File: src/hdl/usc_pkg.sv
// Register map, field positions and timing constants for the USB config/status block
package usc_pkg;
  // APB byte addresses
  localparam logic [7:0] ADDR_CONFIG = 8'h00;
  localparam logic [7:0] ADDR_STATUS = 8'h04;
  localparam logic [7:0] ADDR_CTRL = 8'h08;
  localparam logic [7:0] ADDR_DONE = 8'h0C;
  localparam logic [7:0] ADDR_PIPE0 = 8'h20;
  // Config fields
  localparam int CFG_EYE_BIT = 7;
  localparam int CFG_PU_BIT = 4;
  localparam int CFG_FS_BIT = 2;
  localparam logic [7:0] CFG_MASK = 8'h97;
  localparam logic [7:0] CFG_RESET = 8'h00;
  // Control register fields
  localparam int CTRL_EN_BIT = 0;
  // Pipe control fields
  localparam int PIPE_HSK_BIT = 4;
  localparam int PIPE_SETUP_BLK_BIT = 3;
  localparam int PIPE_OUT_BIT = 2;
  localparam int PIPE_IN_BIT = 1;
  localparam int PIPE_STALL_BIT = 0;
  localparam logic [7:0] PIPE_MASK = 8'h1F;
  localparam logic [7:0] PIPE_RESET = 8'h00;
  // Pingpong modes
  localparam logic [1:0] PP_NONE = 2'h0;
  localparam logic [1:0] PP_EP0_OUT = 2'h1;
  localparam logic [1:0] PP_ALL = 2'h2;
  localparam logic [1:0] PP_EP1_UP = 2'h3;
  // Status window layout
  localparam int STAT_EP_LSB = 3;
  localparam int STAT_DIR_BIT = 2;
  localparam int STAT_ODD_BIT = 1;
  // Timing: status valid after two engine clocks
  localparam int STAT_VALID_ENGINE_CLKS = 2;
  localparam int FIFO_DEPTH = 4;
  // Engine clock rates against the 250 MHz system clock
  localparam int SYS_CLK_KHZ = 250000;
  localparam int FS_CLK_KHZ = 48000;
  localparam int LS_CLK_KHZ = 6000;
  localparam int FS_DIV = SYS_CLK_KHZ / FS_CLK_KHZ;
  localparam int LS_DIV = SYS_CLK_KHZ / LS_CLK_KHZ;
  // USB handshake codes on the answer port
  localparam logic [1:0] HS_ACK = 2'h0;
  localparam logic [1:0] HS_NAK = 2'h1;
  localparam logic [1:0] HS_STALL = 2'h2;
  localparam logic [1:0] HS_NONE = 2'h3;
endpackage

File: src/hdl/usc_top.sv
// USB engine configuration, transfer status FIFO and pipe control registers
//
// Added by the designer: the APB register port and the register addresses.
`timescale 1ns/1ps
module usc_top #(
  parameter int NUM_PIPES = 8,
  parameter int DEPTH = 4
) (
  // Clock and reset
  input wire logic ref_clk_i,
  input wire logic rst_n_i,
  // APB slave
  input wire logic psel_i,
  input wire logic penable_i,
  input wire logic pwrite_i,
  input wire logic [7:0] paddr_i,
  input wire logic [31:0] pwdata_i,
  output logic [31:0] prdata_o,
  output logic pready_o,
  output logic pslverr_o,
  // Transfer completion from the engine
  input wire logic xfer_done_i,
  input wire logic [2:0] xfer_pipe_i,
  input wire logic xfer_in_i,
  input wire logic xfer_odd_i,
  // Token request from the engine, answered next cycle
  input wire logic tok_valid_i,
  input wire logic [2:0] tok_pipe_i,
  input wire logic [1:0] tok_kind_i,
  output logic tok_ans_valid_o,
  output logic [1:0] tok_ans_o,
  // Stall issued by the engine
  input wire logic stall_set_i,
  input wire logic [2:0] stall_pipe_i,
  // Transceiver controls, engine clock enable, mode and status outputs
  output logic xcvr_full_speed_o,
  output logic pullup_dp_o,
  output logic pullup_dm_o,
  output logic eye_drive_o,
  output logic eye_dp_o,
  output logic eye_dm_o,
  output logic engine_clk_en_o,
  output logic [1:0] pingpong_mode_o,
  output logic transfer_done_flag_o,
  output logic module_enable_o
);
  // Token kinds
  localparam logic [1:0] TK_OUT = 2'h0;
  localparam logic [1:0] TK_IN = 2'h1;
  localparam logic [1:0] TK_SETUP = 2'h2;

  logic rst_s1_ff, rst_n_ff;
  logic [7:0] cfg_ff;
  logic en_ff;
  logic [7:0] pipe_ff [NUM_PIPES];
  logic [4:0] fifo_ff [DEPTH];
  logic [$clog2(DEPTH)-1:0] rd_ptr_ff, wr_ptr_ff;
  logic [$clog2(DEPTH):0] cnt_ff;
  logic [5:0] div_ff;
  logic tick;
  logic [1:0] settle_ff;
  logic flag_ff;
  logic eye_phase_ff;
  // Write strobe, FIFO push/pop, full state and flag-clear request
  logic wr_acc, push, pop, full, clr_flag;
  // Read data captured in the setup cycle
  logic [31:0] nxt_rdata;

  // Reset release through two flops
  // Entry is immediate; release waits two edges so no flop sees a runt
  always_ff @(posedge ref_clk_i or negedge rst_n_i) begin
    if (!rst_n_i) begin
      rst_s1_ff <= 1'b0;
      rst_n_ff <= 1'b0;
    end else begin
      rst_s1_ff <= 1'b1;
      rst_n_ff <= rst_s1_ff;
    end
  end

  // Zero-wait APB: every access completes in its access cycle
  assign wr_acc = psel_i && penable_i && pwrite_i;

  // Decodes the pipe register hit and index; the index comes from the offset even with hit low
  function automatic logic pipe_hit(input logic [7:0] a);
    pipe_hit = (a >= usc_pkg::ADDR_PIPE0) && (a < usc_pkg::ADDR_PIPE0 + 8'(4 * NUM_PIPES))
      && (a[1:0] == 2'h0);
  endfunction
  function automatic logic [2:0] pipe_idx(input logic [7:0] a);
    logic [7:0] d;
    d = a - usc_pkg::ADDR_PIPE0;
    pipe_idx = d[4:2];
  endfunction
  // Any mapped register; unmapped accesses answer with an error
  function automatic logic reg_mapped(input logic [7:0] a);
    reg_mapped = (a == usc_pkg::ADDR_CONFIG) || (a == usc_pkg::ADDR_STATUS)
      || (a == usc_pkg::ADDR_CTRL) || (a == usc_pkg::ADDR_DONE) || pipe_hit(a);
  endfunction

  // Configuration register; speed and pull-up frozen while enabled
  always_ff @(posedge ref_clk_i or negedge rst_n_ff) begin
    if (!rst_n_ff) begin
      cfg_ff <= usc_pkg::CFG_RESET;
    end else if (wr_acc && paddr_i == usc_pkg::ADDR_CONFIG) begin
      cfg_ff[usc_pkg::CFG_EYE_BIT] <= pwdata_i[usc_pkg::CFG_EYE_BIT];
      cfg_ff[1:0] <= pwdata_i[1:0];
      // Guard against a live speed change, which firmware must never do
      if (!en_ff) begin
        cfg_ff[usc_pkg::CFG_PU_BIT] <= pwdata_i[usc_pkg::CFG_PU_BIT];
        cfg_ff[usc_pkg::CFG_FS_BIT] <= pwdata_i[usc_pkg::CFG_FS_BIT];
      end
    end
  end

  // Main enable bit
  always_ff @(posedge ref_clk_i or negedge rst_n_ff) begin
    if (!rst_n_ff) begin
      en_ff <= 1'b0;
    end else if (wr_acc && paddr_i == usc_pkg::ADDR_CTRL) begin
      en_ff <= pwdata_i[usc_pkg::CTRL_EN_BIT];
    end
  end

  // Eight pipe control registers; engine stall wins over firmware write
  // Bits 7-5 are masked on write so they always read as zero
  genvar g;
  generate
    for (g = 0; g < NUM_PIPES; g++) begin : g_pipe
      always_ff @(posedge ref_clk_i or negedge rst_n_ff) begin
        if (!rst_n_ff) begin
          pipe_ff[g] <= usc_pkg::PIPE_RESET;
        end else begin
          if (wr_acc && pipe_hit(paddr_i) && pipe_idx(paddr_i) == 3'(g)) begin
            pipe_ff[g] <= pwdata_i[7:0] & usc_pkg::PIPE_MASK;
          end
          if (en_ff && stall_set_i && stall_pipe_i == 3'(g)) begin
            pipe_ff[g][usc_pkg::PIPE_STALL_BIT] <= 1'b1;
          end
        end
      end
    end
  endgenerate

  // Engine clock enable: 50 MHz or about 6.1 MHz rate from the divider
  always_ff @(posedge ref_clk_i or negedge rst_n_ff) begin
    if (!rst_n_ff) begin
      div_ff <= '0;
    end else if (tick) begin
      div_ff <= '0;
    end else begin
      div_ff <= div_ff + 6'h01;
    end
  end
  // Integer dividers run the engine a little fast (50 and about 6.1 MHz)
  assign tick = cfg_ff[usc_pkg::CFG_FS_BIT] ? (div_ff >= 6'(usc_pkg::FS_DIV - 1))
    : (div_ff >= 6'(usc_pkg::LS_DIV - 1));

  // Status FIFO: push on completion, pop when firmware clears the flag
  // A completion while full is lost; the token path answers NAK meanwhile
  assign full = (cnt_ff == ($clog2(DEPTH)+1)'(DEPTH));
  assign push = en_ff && xfer_done_i && !full;
  assign clr_flag = wr_acc && paddr_i == usc_pkg::ADDR_DONE && pwdata_i[0];
  // Clearing an already clear flag pops nothing
  assign pop = clr_flag && flag_ff && cnt_ff != '0;
  always_ff @(posedge ref_clk_i or negedge rst_n_ff) begin
    if (!rst_n_ff) begin
      rd_ptr_ff <= '0;
      wr_ptr_ff <= '0;
      cnt_ff <= '0;
    end else if (!en_ff) begin
      // Disabled module drops queued statuses
      rd_ptr_ff <= '0;
      wr_ptr_ff <= '0;
      cnt_ff <= '0;
    end else begin
      // Storage words need no reset: the count says which are valid
      if (push) begin
        fifo_ff[wr_ptr_ff] <= {xfer_pipe_i, xfer_in_i, xfer_odd_i};
        wr_ptr_ff <= wr_ptr_ff + 1'b1;
      end
      if (pop) begin
        rd_ptr_ff <= rd_ptr_ff + 1'b1;
      end
      if (push && !pop) begin
        cnt_ff <= cnt_ff + 1'b1;
      end else if (pop && !push) begin
        cnt_ff <= cnt_ff - 1'b1;
      end
    end
  end

  // Flag rises once the head has settled for two engine clocks
  // A pop restarts the count, so a queued entry is flagged afresh
  // At low speed the two ticks take about 80 system cycles
  always_ff @(posedge ref_clk_i or negedge rst_n_ff) begin
    if (!rst_n_ff) begin
      settle_ff <= '0;
      flag_ff <= 1'b0;
    end else if (!en_ff || pop || cnt_ff == '0) begin
      settle_ff <= '0;
      flag_ff <= 1'b0;
    end else if (!flag_ff && tick) begin
      // Raising late keeps the window stable when firmware sees the flag
      if (settle_ff == 2'(usc_pkg::STAT_VALID_ENGINE_CLKS - 1)) begin
        flag_ff <= 1'b1;
      end else begin
        settle_ff <= settle_ff + 2'h1;
      end
    end
  end

  // Token answers: NAK when FIFO full, stall, handshake control
  // SETUP follows the OUT enable unless IN, OUT and setup-block bits are all set; stall counts only on an enabled pipe
  always_ff @(posedge ref_clk_i or negedge rst_n_ff) begin
    if (!rst_n_ff) begin
      tok_ans_valid_o <= 1'b0;
      tok_ans_o <= usc_pkg::HS_NONE;
    end else begin
      tok_ans_valid_o <= tok_valid_i && en_ff;
      if (tok_valid_i) begin
        logic [7:0] p;
        logic dir_en;
        p = pipe_ff[tok_pipe_i];
        dir_en = (tok_kind_i == TK_IN) ? p[usc_pkg::PIPE_IN_BIT] : p[usc_pkg::PIPE_OUT_BIT];
        if (tok_kind_i == TK_SETUP && p[usc_pkg::PIPE_IN_BIT] && p[usc_pkg::PIPE_OUT_BIT]
            && p[usc_pkg::PIPE_SETUP_BLK_BIT]) begin
          dir_en = 1'b0;
        end
        if (!dir_en || !p[usc_pkg::PIPE_HSK_BIT]) begin
          tok_ans_o <= usc_pkg::HS_NONE;
        end else if (p[usc_pkg::PIPE_STALL_BIT]) begin
          tok_ans_o <= usc_pkg::HS_STALL;
        end else if (full) begin
          tok_ans_o <= usc_pkg::HS_NAK;
        end else begin
          tok_ans_o <= usc_pkg::HS_ACK;
        end
      end
    end
  end

  // Eye pattern: J/K toggles each engine bit time, starting K at full speed
  always_ff @(posedge ref_clk_i or negedge rst_n_ff) begin
    if (!rst_n_ff) begin
      eye_phase_ff <= 1'b0;
      eye_drive_o <= 1'b0;
      eye_dp_o <= 1'b0;
      eye_dm_o <= 1'b0;
    end else begin
      eye_drive_o <= en_ff && cfg_ff[usc_pkg::CFG_EYE_BIT];
      if (!(en_ff && cfg_ff[usc_pkg::CFG_EYE_BIT])) begin
        eye_phase_ff <= 1'b0;
      end else if (tick) begin
        eye_phase_ff <= ~eye_phase_ff;
      end
      // J is D+ high at full speed, D- high at low speed; phase 0 is K at FS, J at LS
      // Both mean D- high, so phase 0 drives D- at either speed
      eye_dp_o <= eye_phase_ff;
      eye_dm_o <= ~eye_phase_ff;
    end
  end

  // Transceiver and mode outputs; pull-ups and engine clock enable gated by module enable
  // Speed is frozen while enabled, so the pull-up never hops lines
  always_ff @(posedge ref_clk_i or negedge rst_n_ff) begin
    if (!rst_n_ff) begin
      xcvr_full_speed_o <= 1'b0;
      pullup_dp_o <= 1'b0;
      pullup_dm_o <= 1'b0;
      engine_clk_en_o <= 1'b0;
      pingpong_mode_o <= usc_pkg::PP_NONE;
      transfer_done_flag_o <= 1'b0;
      module_enable_o <= 1'b0;
    end else begin
      xcvr_full_speed_o <= cfg_ff[usc_pkg::CFG_FS_BIT];
      pullup_dp_o <= en_ff && cfg_ff[usc_pkg::CFG_PU_BIT] && cfg_ff[usc_pkg::CFG_FS_BIT];
      pullup_dm_o <= en_ff && cfg_ff[usc_pkg::CFG_PU_BIT] && !cfg_ff[usc_pkg::CFG_FS_BIT];
      engine_clk_en_o <= en_ff && tick;
      pingpong_mode_o <= cfg_ff[1:0];
      transfer_done_flag_o <= flag_ff;
      module_enable_o <= en_ff;
    end
  end

  // Read mux
  // An empty FIFO shows a stale head, which firmware must not trust
  always_comb begin
    logic [4:0] h;
    nxt_rdata = 32'h0000_0000;
    h = fifo_ff[rd_ptr_ff];
    if (paddr_i == usc_pkg::ADDR_CONFIG) begin
      nxt_rdata[7:0] = cfg_ff & usc_pkg::CFG_MASK;
    end else if (paddr_i == usc_pkg::ADDR_STATUS) begin
      nxt_rdata[5:1] = h;
    end else if (paddr_i == usc_pkg::ADDR_CTRL) begin
      nxt_rdata[usc_pkg::CTRL_EN_BIT] = en_ff;
    end else if (paddr_i == usc_pkg::ADDR_DONE) begin
      nxt_rdata[0] = flag_ff;
    end else if (pipe_hit(paddr_i)) begin
      nxt_rdata[7:0] = pipe_ff[pipe_idx(paddr_i)];
    end
  end

  // APB answer registered; pready rises in the access cycle's setup-next flop
  always_ff @(posedge ref_clk_i or negedge rst_n_ff) begin
    if (!rst_n_ff) begin
      prdata_o <= 32'h0000_0000;
      pready_o <= 1'b0;
      pslverr_o <= 1'b0;
    end else begin
      pready_o <= psel_i && !penable_i;
      // Unmapped addresses read zero and answer with an error
      if (psel_i && !penable_i) begin
        prdata_o <= nxt_rdata;
        pslverr_o <= !reg_mapped(paddr_i);
      end else begin
        pslverr_o <= 1'b0;
      end
    end
  end
endmodule

File: config.mk
export PLATFORM = sky130hd
export DESIGN_NAME = usc_top
export DESIGN_NICKNAME = d
export VERILOG_FILES = /design/src/hdl/usc_pkg.sv /design/src/hdl/usc_top.sv
export SDC_FILE = /design/constraint.sdc
export NUM_CORES = 1
export LEC_CHECK = 0
export BUFFER_PORTS_ARGS = -buffer_cell sky130_fd_sc_hd__buf_4
export CAP_MARGIN = 10
export CORE_ASPECT_RATIO = 1.2
export CORE_MARGIN = 5
export CORE_UTILIZATION = 30
export CTS_BUF_LIST = sky130_fd_sc_hd__clkbuf_8 sky130_fd_sc_hd__clkbuf_16
export DETAILED_ROUTE_END_ITERATION = 16
export GPL_ROUTABILITY_DRIVEN = 0
export GPL_TIMING_DRIVEN = 0
export PLACE_DENSITY = 0.5
export SYNTH_ARGS = -nofsm -noshare
export SYNTH_HDL_FRONTEND = slang
export SYNTH_SLANG_ARGS = --single-unit
File: constraint.sdc
create_clock -name ref_clk_i -period 3.8 [get_ports ref_clk_i]
set_clock_uncertainty 0.05 [all_clocks]
set_input_delay 0.19 -clock ref_clk_i [delete_from_list [all_inputs] [get_ports ref_clk_i]]
set_output_delay 0.19 -clock ref_clk_i [all_outputs]
set_load 0.01 [all_outputs]
==> impl_metrics.yaml, run 1 <==
outcome:
  outcome: "finished, final reports clean"
place:
  pre_cts_ws_ns: 1.19
  numPortBuffers: 53
  place_inst: 708
  hpwlAfterDp_mm: 9.32
logic_synthesis:
  synth_top_cell_area_share: 0.407
  synth_top_area_cell: "dfrtp_1"
  synthDistinctLibCells: 48
  syn_inst: 410
  syn_area_per_cell_um2: 12.9
  synth-seq-area-share: 0.531
  synthTopCellsByArea: "dfrtp_1, edfxtp_1, mux4_2, mux2_2, buf_4"
  ys_ff_latch: 108
  async_flop_share: 0.815
  syn_area_um2: 5280
  synthFlopType: "dfrtp_1"
  yosys_warnings: 0
  synth_edf_count: 20
sta:
  rsz0062_at_grt: "false"
  setup_violations: 0
  maxSlewViolCount: 0
  worst_hold_slack_ns: 0.0203
  min_period_ns: 2.48
  worst_slack_ns: 1.32
  max_clock_freq_mhz: 404
  worst_slew_pin_slew_ns: 0.717
  hold_viol: 0
  fin_crit_sh: 0.652
  relSlewSlack: 0.521
cells_and_area:
  final_common_cell: "dfrtp_1"
  drive_above_1_share: 0.342
  layout_common_cells: "dfrtp_1, buf_4, mux2_2, nor2_1, conb_1"
  diodes: 0
  fillers: 1710
  stdcell_count: 732
  multiInputGateArea_um2: 2240
  regArea_um2: 2810
  syn_to_final_growth_pct: 22.6
  finalNetCount: 576
critical_path:
  critPathKind: "flip-flop to flip-flop"
  critPathMaxStageDelay_ns: 0.49
  r2r_slack_ns: 1.32
  critPathLaunchType: "flip-flop"
  r2r_end: "cnt_ff[2]"
  crit_path_cell_trace: "nor3_1 > nor3_1 > nand2_1 > and3_1 > fa_1 > a211o_1 > nand3_1 > nor3b_1"
  reg2reg_depth: 8
  crit_fanout: 6
  critPathRequiredTime_ns: 4.01
  r2r_start: "cnt_ff[0]"
  end_kind: "flip-flop"
  crit_top_cell: "nor3_1"
  cp.arrival_ns: 2.69
  worstSetupStartpoint: "cnt_ff[0]"
  cp-endpoint: "cnt_ff[2]"
  crit_slowest_cell: "nor3_1"
clocking:
  path_clk_slew_ns: 0.07
  post-cts-setup-buffer-count: 0
  cts.sinks: 108
  cts_inserted_buffers: 9
  clk-insertion-delay-late_ns: 0.35
  cts_resized: 0
  cts.path.max_buffers: 2
  clock-root-buffer: "clkbuf_16"
  cts_tree: "built"
  htreeDepth: 3
route:
  dr.pass1.iters: 5
  postRouteAntennaNets: 0
  avgRoutedWirePerCell_um: 16.9
  drt_iter0_drc: 239
  vias_per_cell: 4.66
  routed_wirelength_mm: 12.4
  num_vias: 3409
  drc_errors: 0
global_route:
  grt-ovfl-total: 0
  grt_max_degree: 52
  track_usage: 0.126
  grt_pass1_vias: 3483
  antenna_found_initial: 0
  grt_first_pass_wirelength_mm: 19.8
floorplan:
  die_w_um: 131
  die_h_um: 155
  core_area_um2: 17400
  num_rows: 53
  dieArea_um2: 20400
  num_io_pins: 109
  start_util: 0.303
pwr:
  peakVddDrop_v: 0.000183
  leakagePower_nw: 2.91
  power.density_nw_per_um2: 388
min_path:
  hold_path_class: "primary input to flip-flop"
run:
  cap_violations: 0
kinds of logic (layout without fill, tap and decap cells):
group           count (synthesis)  after routing  share of synthesized area
flops                         108            108                      0.531
simple gates                  104            104                      0.101
mux                            82             82                      0.220
buf+inv                        56            134                     0.0621
compound gates                 42             42                     0.0505
fa+ha+maj                       8              8                     0.0204
xor+xnor                        8              8                     0.0133
other cells                     2             26                    0.00142
per-layer routing:
metal,vias up,wire length (µm),track usage,share of wire
met5,-,0,0,0
met3,20,564,0.0226,0.045
li1,1626,-,-,-
met2,107,5870,0.195,0.47
met1,1656,5560,0.168,0.45
met4,0,410,0.0678,0.033
cell type report:
cell class | count | area share
Multi-Input combinational cell | 270 | 0.346
Sequential cell | 108 | 0.434
Clock inverter | 6 | 0.0126
Tap cell | 220 | 0.0425
Clock buffer | 10 | 0.0369
Timing Repair Buffer | 62 | 0.0781
Inverter | 15 | 0.00869
Buffer | 41 | 0.0419
cell usage after synthesis (2+ instances only):
cell type,number
dfrtp_1,86
mux2_2,44
nor2_1,32
buf_4,26
mux4_2,23
edfxtp_1,20
nand2_1,19
o21ai_0,16
inv_1,15
mux2i_1,15
nand3_1,11
nand2b_1,10
and3_1,9
a21oi_1,8
clkbuf_1,7
ha_1,7
and2_1,5
buf_2,4
nor2b_1,4
xnor2_1,4
xor2_1,4
nor3_1,3
nor3b_1,3
o31ai_1,3
a221oi_1,2
buf_1,2
buf_6,2
conb_1,2
dfstp_2,2
nand3b_1,2
nand4_1,2
o22ai_1,2
power by group:
group / switching [mW] / internal (mW) / leakage, nW / total, mW
sequential: 0.0462 / 1.22 / 1.38 / 1.27
combinational: 0.130 / 0.126 / 1.38 / 0.256
clock: 0.446 / 0.542 / 0.156 / 0.988
total: 0.622 / 1.89 / 2.91 / 2.51
metrics by stage:
stage / util / total power, mW / TNS, ns / instance area, µm²
detailed placement: 0.348 / 1.55 / 0 / 6080
global route: 0.371 / 2.63 / 0 / 6480
global placement: 0.347 / 1.54 / -13.55 / 6040
finish: 0.371 / 2.51 / 0 / 6480
floorplan: - / 1.46 / 0 / 5370
CTS: 0.371 / 2.55 / 0 / 6480
worst max-delay path, delay by kind of cell, from the launching register on:
family	cells	cell delay, ns
and+or+nand+nor	6	1.26
adders and majority gates	1	0.38
DFF	1	0.44
AOI/OAI and AO/OA	1	0.26
how the worst min path moves through the flow:
stage,from,to,cells past startpoint
6_report,stall_pipe_i[0],pipe_ff[24],2
4_1_cts,stall_pipe_i[0],pipe_ff[24],2
3_5_place_dp,rst_n_i,rst_s1_ff,1
2_1_floorplan,rst_n_i,rst_n_ff,0
5_1_grt,pwdata_i[7],cfg_ff[7],2
3_3_place_gp,rst_n_i,rst_s1_ff,1
timing repair:
| action | 4_1_cts | 5_1_grt |
|---|---|---|
| endpoints found under the hold margin | 24 | 0 |
| hold buffers | 8 | 0 |
| setup endpoints to repair | 0 | 0 |
state kept, by name, summed over array words and instances, names as in the netlist, 3 cells and up:
signal / count
cfg_ff: 5
cnt_ff: 3
div_ff: 6
fifo_ff: 20
pipe_ff: 40
prdata_o: 7
Power figures use the tool's default switching activity.
==> run 2: changes to the inputs <==
==> constraint.sdc (replaced) <==
create_clock -name ref_clk_i -period 2.4 [get_ports ref_clk_i]
set_clock_uncertainty 0.05 [all_clocks]
set_input_delay 0.12 -clock ref_clk_i [delete_from_list [all_inputs] [get_ports ref_clk_i]]
set_output_delay 0.12 -clock ref_clk_i [all_outputs]
set_load 0.01 [all_outputs]
==> run 2 against run 1 <==
Combinational power up 66%; sequential power up 57%; routed wire length about the same; register-to-register slack worse by 1.1 ns; sequential cell count unchanged; first-iteration DRC count down 25%; cell count up 0.27%; setup slack worse by 1.2 ns; die area unchanged; critical path depth down 1; highest routed layer unchanged.
==> impl_metrics.yaml, run 2 (same netlist as run 1, synthesis figures left out) <==
outcome:
  outcome: "finished, final reports clean"
min_path:
  hold_path_class: "primary input to flip-flop"
  min_path_cells: 3
sta:
  worst_hold_slack_ns: 0.0103
  worst_slack_ns: 0.159
  hold_viol: 0
  max_clock_freq_mhz: 446
  maxSlewViolCount: 0
  fin_crit_sh: 0.934
  setup_violations: 0
  worst_slew_pin_slew_ns: 0.771
  min_period_ns: 2.24
  rsz0062_at_grt: "false"
  relSlewSlack: 0.484
cells_and_area:
  multiInputGateArea_um2: 2260
  layout_common_cells: "dfrtp_1, buf_4, mux2_2, nor2_1, conb_1"
  drive_above_1_share: 0.342
  design_area_um2: 6480
  regArea_um2: 2810
  finalNetCount: 578
  regMostFlops: "pipe_ff"
  fillers: 1696
  diodes: 0
  syn_to_final_growth_pct: 22.8
  final_common_cell: "dfrtp_1"
  largest_register_ff_count: 40
  reg_top3: "pipe_ff (40), fifo_ff (20), prdata_o (7)"
route:
  dr.pass1.iters: 4
  drc_errors: 0
  postRouteAntennaNets: 0
  drt_iter0_drc: 179
  vias_per_cell: 4.66
  avgRoutedWirePerCell_um: 16.9
  num_vias: 3421
  routed_wirelength_mm: 12.4
global_route:
  track_usage: 0.123
  grt-ovfl-total: 0
  grt_max_degree: 72
  antenna_found_initial: 0
  grt_pass1_vias: 3629
  grt_first_pass_wirelength_mm: 19.8
run:
  cap_violations: 0
place:
  numPortBuffers: 53
  placed_area_um2: 6080
  hpwlAfterDp_mm: 9.27
  pre_cts_ws_ns: -0.181
floorplan:
  core_area_um2: 17400
  num_io_pins: 109
  die_h_um: 155
  dieArea_um2: 20400
  start_util: 0.303
  die_w_um: 131
  num_rows: 53
clocking:
  cts.path.max_buffers: 2
  path_clk_slew_ns: 0.08
  cts.sinks: 108
  cts_tree: "built"
  clk-insertion-delay-late_ns: 0.35
  cts_inserted_buffers: 9
  htreeDepth: 3
  clock-root-buffer: "clkbuf_16"
critical_path:
  critPathLaunchType: "primary input"
  end_kind: "flip-flop"
  crit_slowest_cell: "nor4_4"
  crit_fanout: 10
  crit_path_cell_trace: "buf_4 > nor4_4 > nand4_1 > nor3_4 > mux2i_1 > o31ai_1 > dlygate4sd3_1"
  reg2reg_depth: 8
  r2r_slack_ns: 0.23
  critPathKind: "primary input to flip-flop"
  critPathRequiredTime_ns: 2.58
  r2r_start: "flag_ff"
  critPathMaxStageDelay_ns: 0.57
  r2r_end: "cnt_ff[2]"
  cp-endpoint: "pipe_ff[24]"
  cp.arrival_ns: 2.42
  worstSetupStartpoint: "paddr_i[7]"
pwr:
  peakVddDrop_v: 0.000326
  leakagePower_nw: 2.92
  power.density_nw_per_um2: 597
## run 2: cell count changes in the layout (fill, tap and decap cells not counted)
cell           previous run  this run
dfrtp_2                   0         1
nor3_4                    0         2
nor3_2                    1         0
inv_6                     2         1
clkbuf_8                  1         2
dfrtp_1                  85        84
nor3_1                    3         2
inv_1                    15        16
bufinv_16                 1         0
clkinvlp_4                0         1
dlygate4sd3_1             8        10
clkinv_8                  1         0
## run 2: final cells by class
class / instances / area share
Clock buffer: 11 / 0.0390
Sequential cell: 108 / 0.433
Buffer: 41 / 0.0419
Multi-Input combinational cell: 270 / 0.348
Clock inverter: 5 / 0.00579
Tap cell: 220 / 0.0424
Timing Repair Buffer: 64 / 0.0810
Inverter: 15 / 0.00868
## run 2: per-layer routing
layer | routed length (µm) | up-vias | track usage
li1 | - | 1618 | -
met1 | 5390 | 1704 | 0.157
met2 | 6160 | 83 | 0.206
met3 | 575 | 16 | 0.0275
met4 | 299 | 0 | 0.0446
met5 | 0 | - | 0
## run 2: how the worst min path moves through the flow
stage	slack [ns]	startpoint	endpoint
5_1_grt	0.02	pwdata_i[3]	pipe_ff[59]
2_1_floorplan	-0.23	rst_n_i	rst_n_ff
3_3_place_gp	-0.15	rst_n_i	rst_s1_ff
3_5_place_dp	-0.15	rst_n_i	rst_s1_ff
6_report	0.01	tok_valid_i	tok_ans_o[0]
4_1_cts	0.002	tok_valid_i	tok_ans_o[0]
## run 2: timing repair
| item | CTS | global route |
|---|---|---|
| hold buffers | 10 | 0 |
| setup buffers | 0 | 0 |
| endpoints found under the setup margin | 1 | 2 |
| hold endpoints to repair | 25 | 0 |
| resized for setup | 1 | 3 |
| gates cloned | 0 | 0 |
| pin swaps | 0 | 1 |
## run 2: worst max-delay path, delay by kind of cell
family | cells | cell delay (ns)
simple gates | 3 | 1.26
buf+inv | 2 | 0.67
mux | 1 | 0.27
compound gates | 1 | 0.09
## run 2: power breakdown
| part | switching [mW] | internal, mW | leakage [nW] | total [mW] |
|---|---|---|---|---|
| logic | 0.221 | 0.203 | 1.40 | 0.425 |
| registers | 0.0672 | 1.94 | 1.37 | 2.00 |
| clock network | 0.678 | 0.766 | 0.144 | 1.44 |
## run 2: per-stage QoR
stage	setup TNS, ns	power (mW)	std cells	util
6_report	0	3.87	734	0.372
5_1_grt	0	4.03	734	0.372
4_1_cts	0	3.92	734	0.371
3_5_place_dp	-0.214	2.46	708	0.348
3_3_place_gp	-13.71	2.43	707	0.347
2_1_floorplan	0	2.31	434	-
==> run 3: changes to the inputs <==
--- a/config.mk
+++ b/config.mk
@@ -8,13 +8,13 @@
 export BUFFER_PORTS_ARGS = -buffer_cell sky130_fd_sc_hd__buf_4
 export CAP_MARGIN = 10
 export CORE_ASPECT_RATIO = 1.2
-export CORE_MARGIN = 5
 export CORE_UTILIZATION = 30
 export CTS_BUF_LIST = sky130_fd_sc_hd__clkbuf_8 sky130_fd_sc_hd__clkbuf_16
 export DETAILED_ROUTE_END_ITERATION = 16
 export GPL_ROUTABILITY_DRIVEN = 0
 export GPL_TIMING_DRIVEN = 0
 export PLACE_DENSITY = 0.5
+export RECOVER_POWER = 50
 export SYNTH_ARGS = -nofsm -noshare
 export SYNTH_HDL_FRONTEND = slang
 export SYNTH_SLANG_ARGS = --single-unit
==> run 3 against run 2 <==
Global-route usage grew 2.2 points; cell count unchanged; die area fell by 11%; routed wire length is 1.4% lower; count of clock-buffer cells in the layout is 2 lower; sequential share of layout area rose by 0.44 points; sequential power hardly changed; setup slack better by 0.032 ns; non-clock buffer count is 4 higher; power increased by 1.5%.
==> impl_metrics.yaml, run 3 (same netlist as run 1, synthesis figures left out) <==
global_route:
  grt_pass1_vias: 3471
  track_usage: 0.145
  grt_first_pass_wirelength_mm: 19.3
  grt-ovfl-total: 0
  grt_max_degree: 53
  antenna_found_initial: 0
place:
  pre_cts_ws_ns: -0.174
  numPortBuffers: 53
  hpwlAfterDp_mm: 9.11
pwr:
  power.density_nw_per_um2: 612
  peakVddDrop_v: 0.000325
  clkPwrFrac: 0.386
  p_switching_uw: 970
  power_mw: 3.93
  p_comb_frac: 0.102
  leakagePower_nw: 2.85
  p_sw_frac: 0.247
  power.internal_mw: 2.96
  seqPwrFrac: 0.511
floorplan:
  die_h_um: 147
  start_util: 0.310
  num_io_pins: 109
  dieArea_um2: 18100
  num_rows: 52
  core_area_um2: 17000
  die_w_um: 123
sta:
  maxSlewViolCount: 0
  finalSetupTns_ns: 0
  worst_slew_pin_slew_ns: 1.28
  worst_slack_ns: 0.190
  hold_viol: 0
  max_clock_freq_mhz: 453
  min_period_ns: 2.21
  relSlewSlack: 0.145
  setup_violations: 0
  rsz0062_at_grt: "false"
  fin_crit_sh: 0.921
critical_path:
  critPathKind: "flip-flop to flip-flop"
  end_kind: "flip-flop"
  critPathLaunchType: "flip-flop"
  critPathRequiredTime_ns: 2.61
  crit_fanout: 6
  crit_top_cell: "nand2_1"
  critPathMaxStageDelay_ns: 0.42
  cp.arrival_ns: 2.42
  crit_slowest_cell: "dfrtp_2"
  crit_path_cell_trace: "nand2_1 > nor3_4 > nand2_1 > and3_1 > fa_1 > a211o_1 > nand3_1 > nor3b_1"
run:
  cap_violations: 0
route:
  avgRoutedWirePerCell_um: 16.7
  num_vias: 3460
  drt_iter0_drc: 162
  dr.pass1.iters: 4
  vias_per_cell: 4.71
  routed_wirelength_mm: 12.2
  drc_errors: 0
  postRouteAntennaNets: 0
clocking:
  cts.sinks: 108
  clk-insertion-delay-late_ns: 0.35
  htreeDepth: 3
  cts.path.max_buffers: 2
  cts_tree: "built"
  path_clk_slew_ns: 0.07
  clock-root-buffer: "clkbuf_16"
  cts_inserted_buffers: 9
cells_and_area:
  finalNetCount: 582
  multiInputGateArea_um2: 2250
  regMostFlops: "pipe_ff"
  diodes: 0
  regArea_um2: 2810
  drive_above_1_share: 0.305
  largest_register_ff_count: 40
  reg_top3: "pipe_ff (40), fifo_ff (20), prdata_o (7)"
  final_common_cell: "dfrtp_1"
  layout_common_cells: "dfrtp_1, buf_4, mux2_2, nor2_1, clkbuf_1"
  syn_to_final_growth_pct: 21.6
  fillers: 1698
outcome:
  outcome: "finished, final reports clean"
min_path:
  hold_path_class: "primary input to flip-flop"
==> run 3: cell types whose count changed in the layout (fill, tap and decap cells not counted), sizes merged <==
cell,change
inv,+2
buf,-21
clkinvlp,-1
dlygate4sd3,+1
bufinv,+1
clkbuf,+22
==> run 3: worst max-delay path: cells and delay by family, from the launching register on <==
kind / cells / cell delay [ns]
adder cells (fa/ha/maj): 1 / 0.39
flip-flops: 1 / 0.42
AND/OR/NAND/NOR: 6 / 1.02
AO/OA/AOI/OAI: 1 / 0.25
==> run 3: power by group through the flow <==
stage	Combinational [mW]	Clock, mW	Sequential, mW
finish	0.401	1.52	2.01
CTS	0.418	1.58	2.01
floorplan	0.265	0	2.04
global route	0.460	1.66	2.02
global placement	0.369	0	2.06
detailed placement	0.403	0	2.05
==> run 3: layout make-up <==
type | count | share of cell area
Sequential cell | 108 | 0.438
Multi-Input combinational cell | 270 | 0.350
Timing Repair Buffer | 68 | 0.0711
Buffer | 41 | 0.0421
Tap cell | 216 | 0.0421
Clock buffer | 9 | 0.0351
Clock inverter | 7 | 0.0127
Inverter | 15 | 0.00877
==> run 3: metrics by stage <==
stage,utilization,cell area (µm²),hold WS (ns),std cells
floorplan,-,5370,-0.226,434
global placement,0.354,6040,-0.148,703
detailed placement,0.356,6070,-0.147,704
CTS,0.381,6490,0.00833,731
global route,0.377,6420,0.0220,734
finish,0.377,6420,0.0233,734
==> run 3: path summary, 6_finish.rpt <==
check                                 start     endpoint  slack [ns]  cells after the start
worst max-delay path                flag_ff    cnt_ff[2]        0.19                      8
worst min-delay path            pwdata_i[3]  pipe_ff[19]        0.02                      2
worst max register to register      flag_ff    cnt_ff[2]        0.19                      8
worst min register to register     rst_n_ff  pipe_ff[43]        0.23                      0
max in group asynchronous          rst_n_ff    div_ff[5]        0.47                      1
min in group asynchronous           rst_n_i     rst_n_ff        0.03                      2
==> run 3: repair_timing <==
action                     CTS  global route
setup endpoints to repair    1             2
setup buffers                0             3
pin swaps                    0             2
resized for setup            1             2
hold endpoints to repair    26             0
hold buffers                11             0
==> run 3: layer usage <==
metal | part of all wire | GRT usage | wire [µm]
met5 | 0 | 0 | 0
met4 | 0.023 | 0.0476 | 283
met3 | 0.051 | 0.0303 | 621
met2 | 0.48 | 0.235 | 5920
met1 | 0.44 | 0.192 | 5410
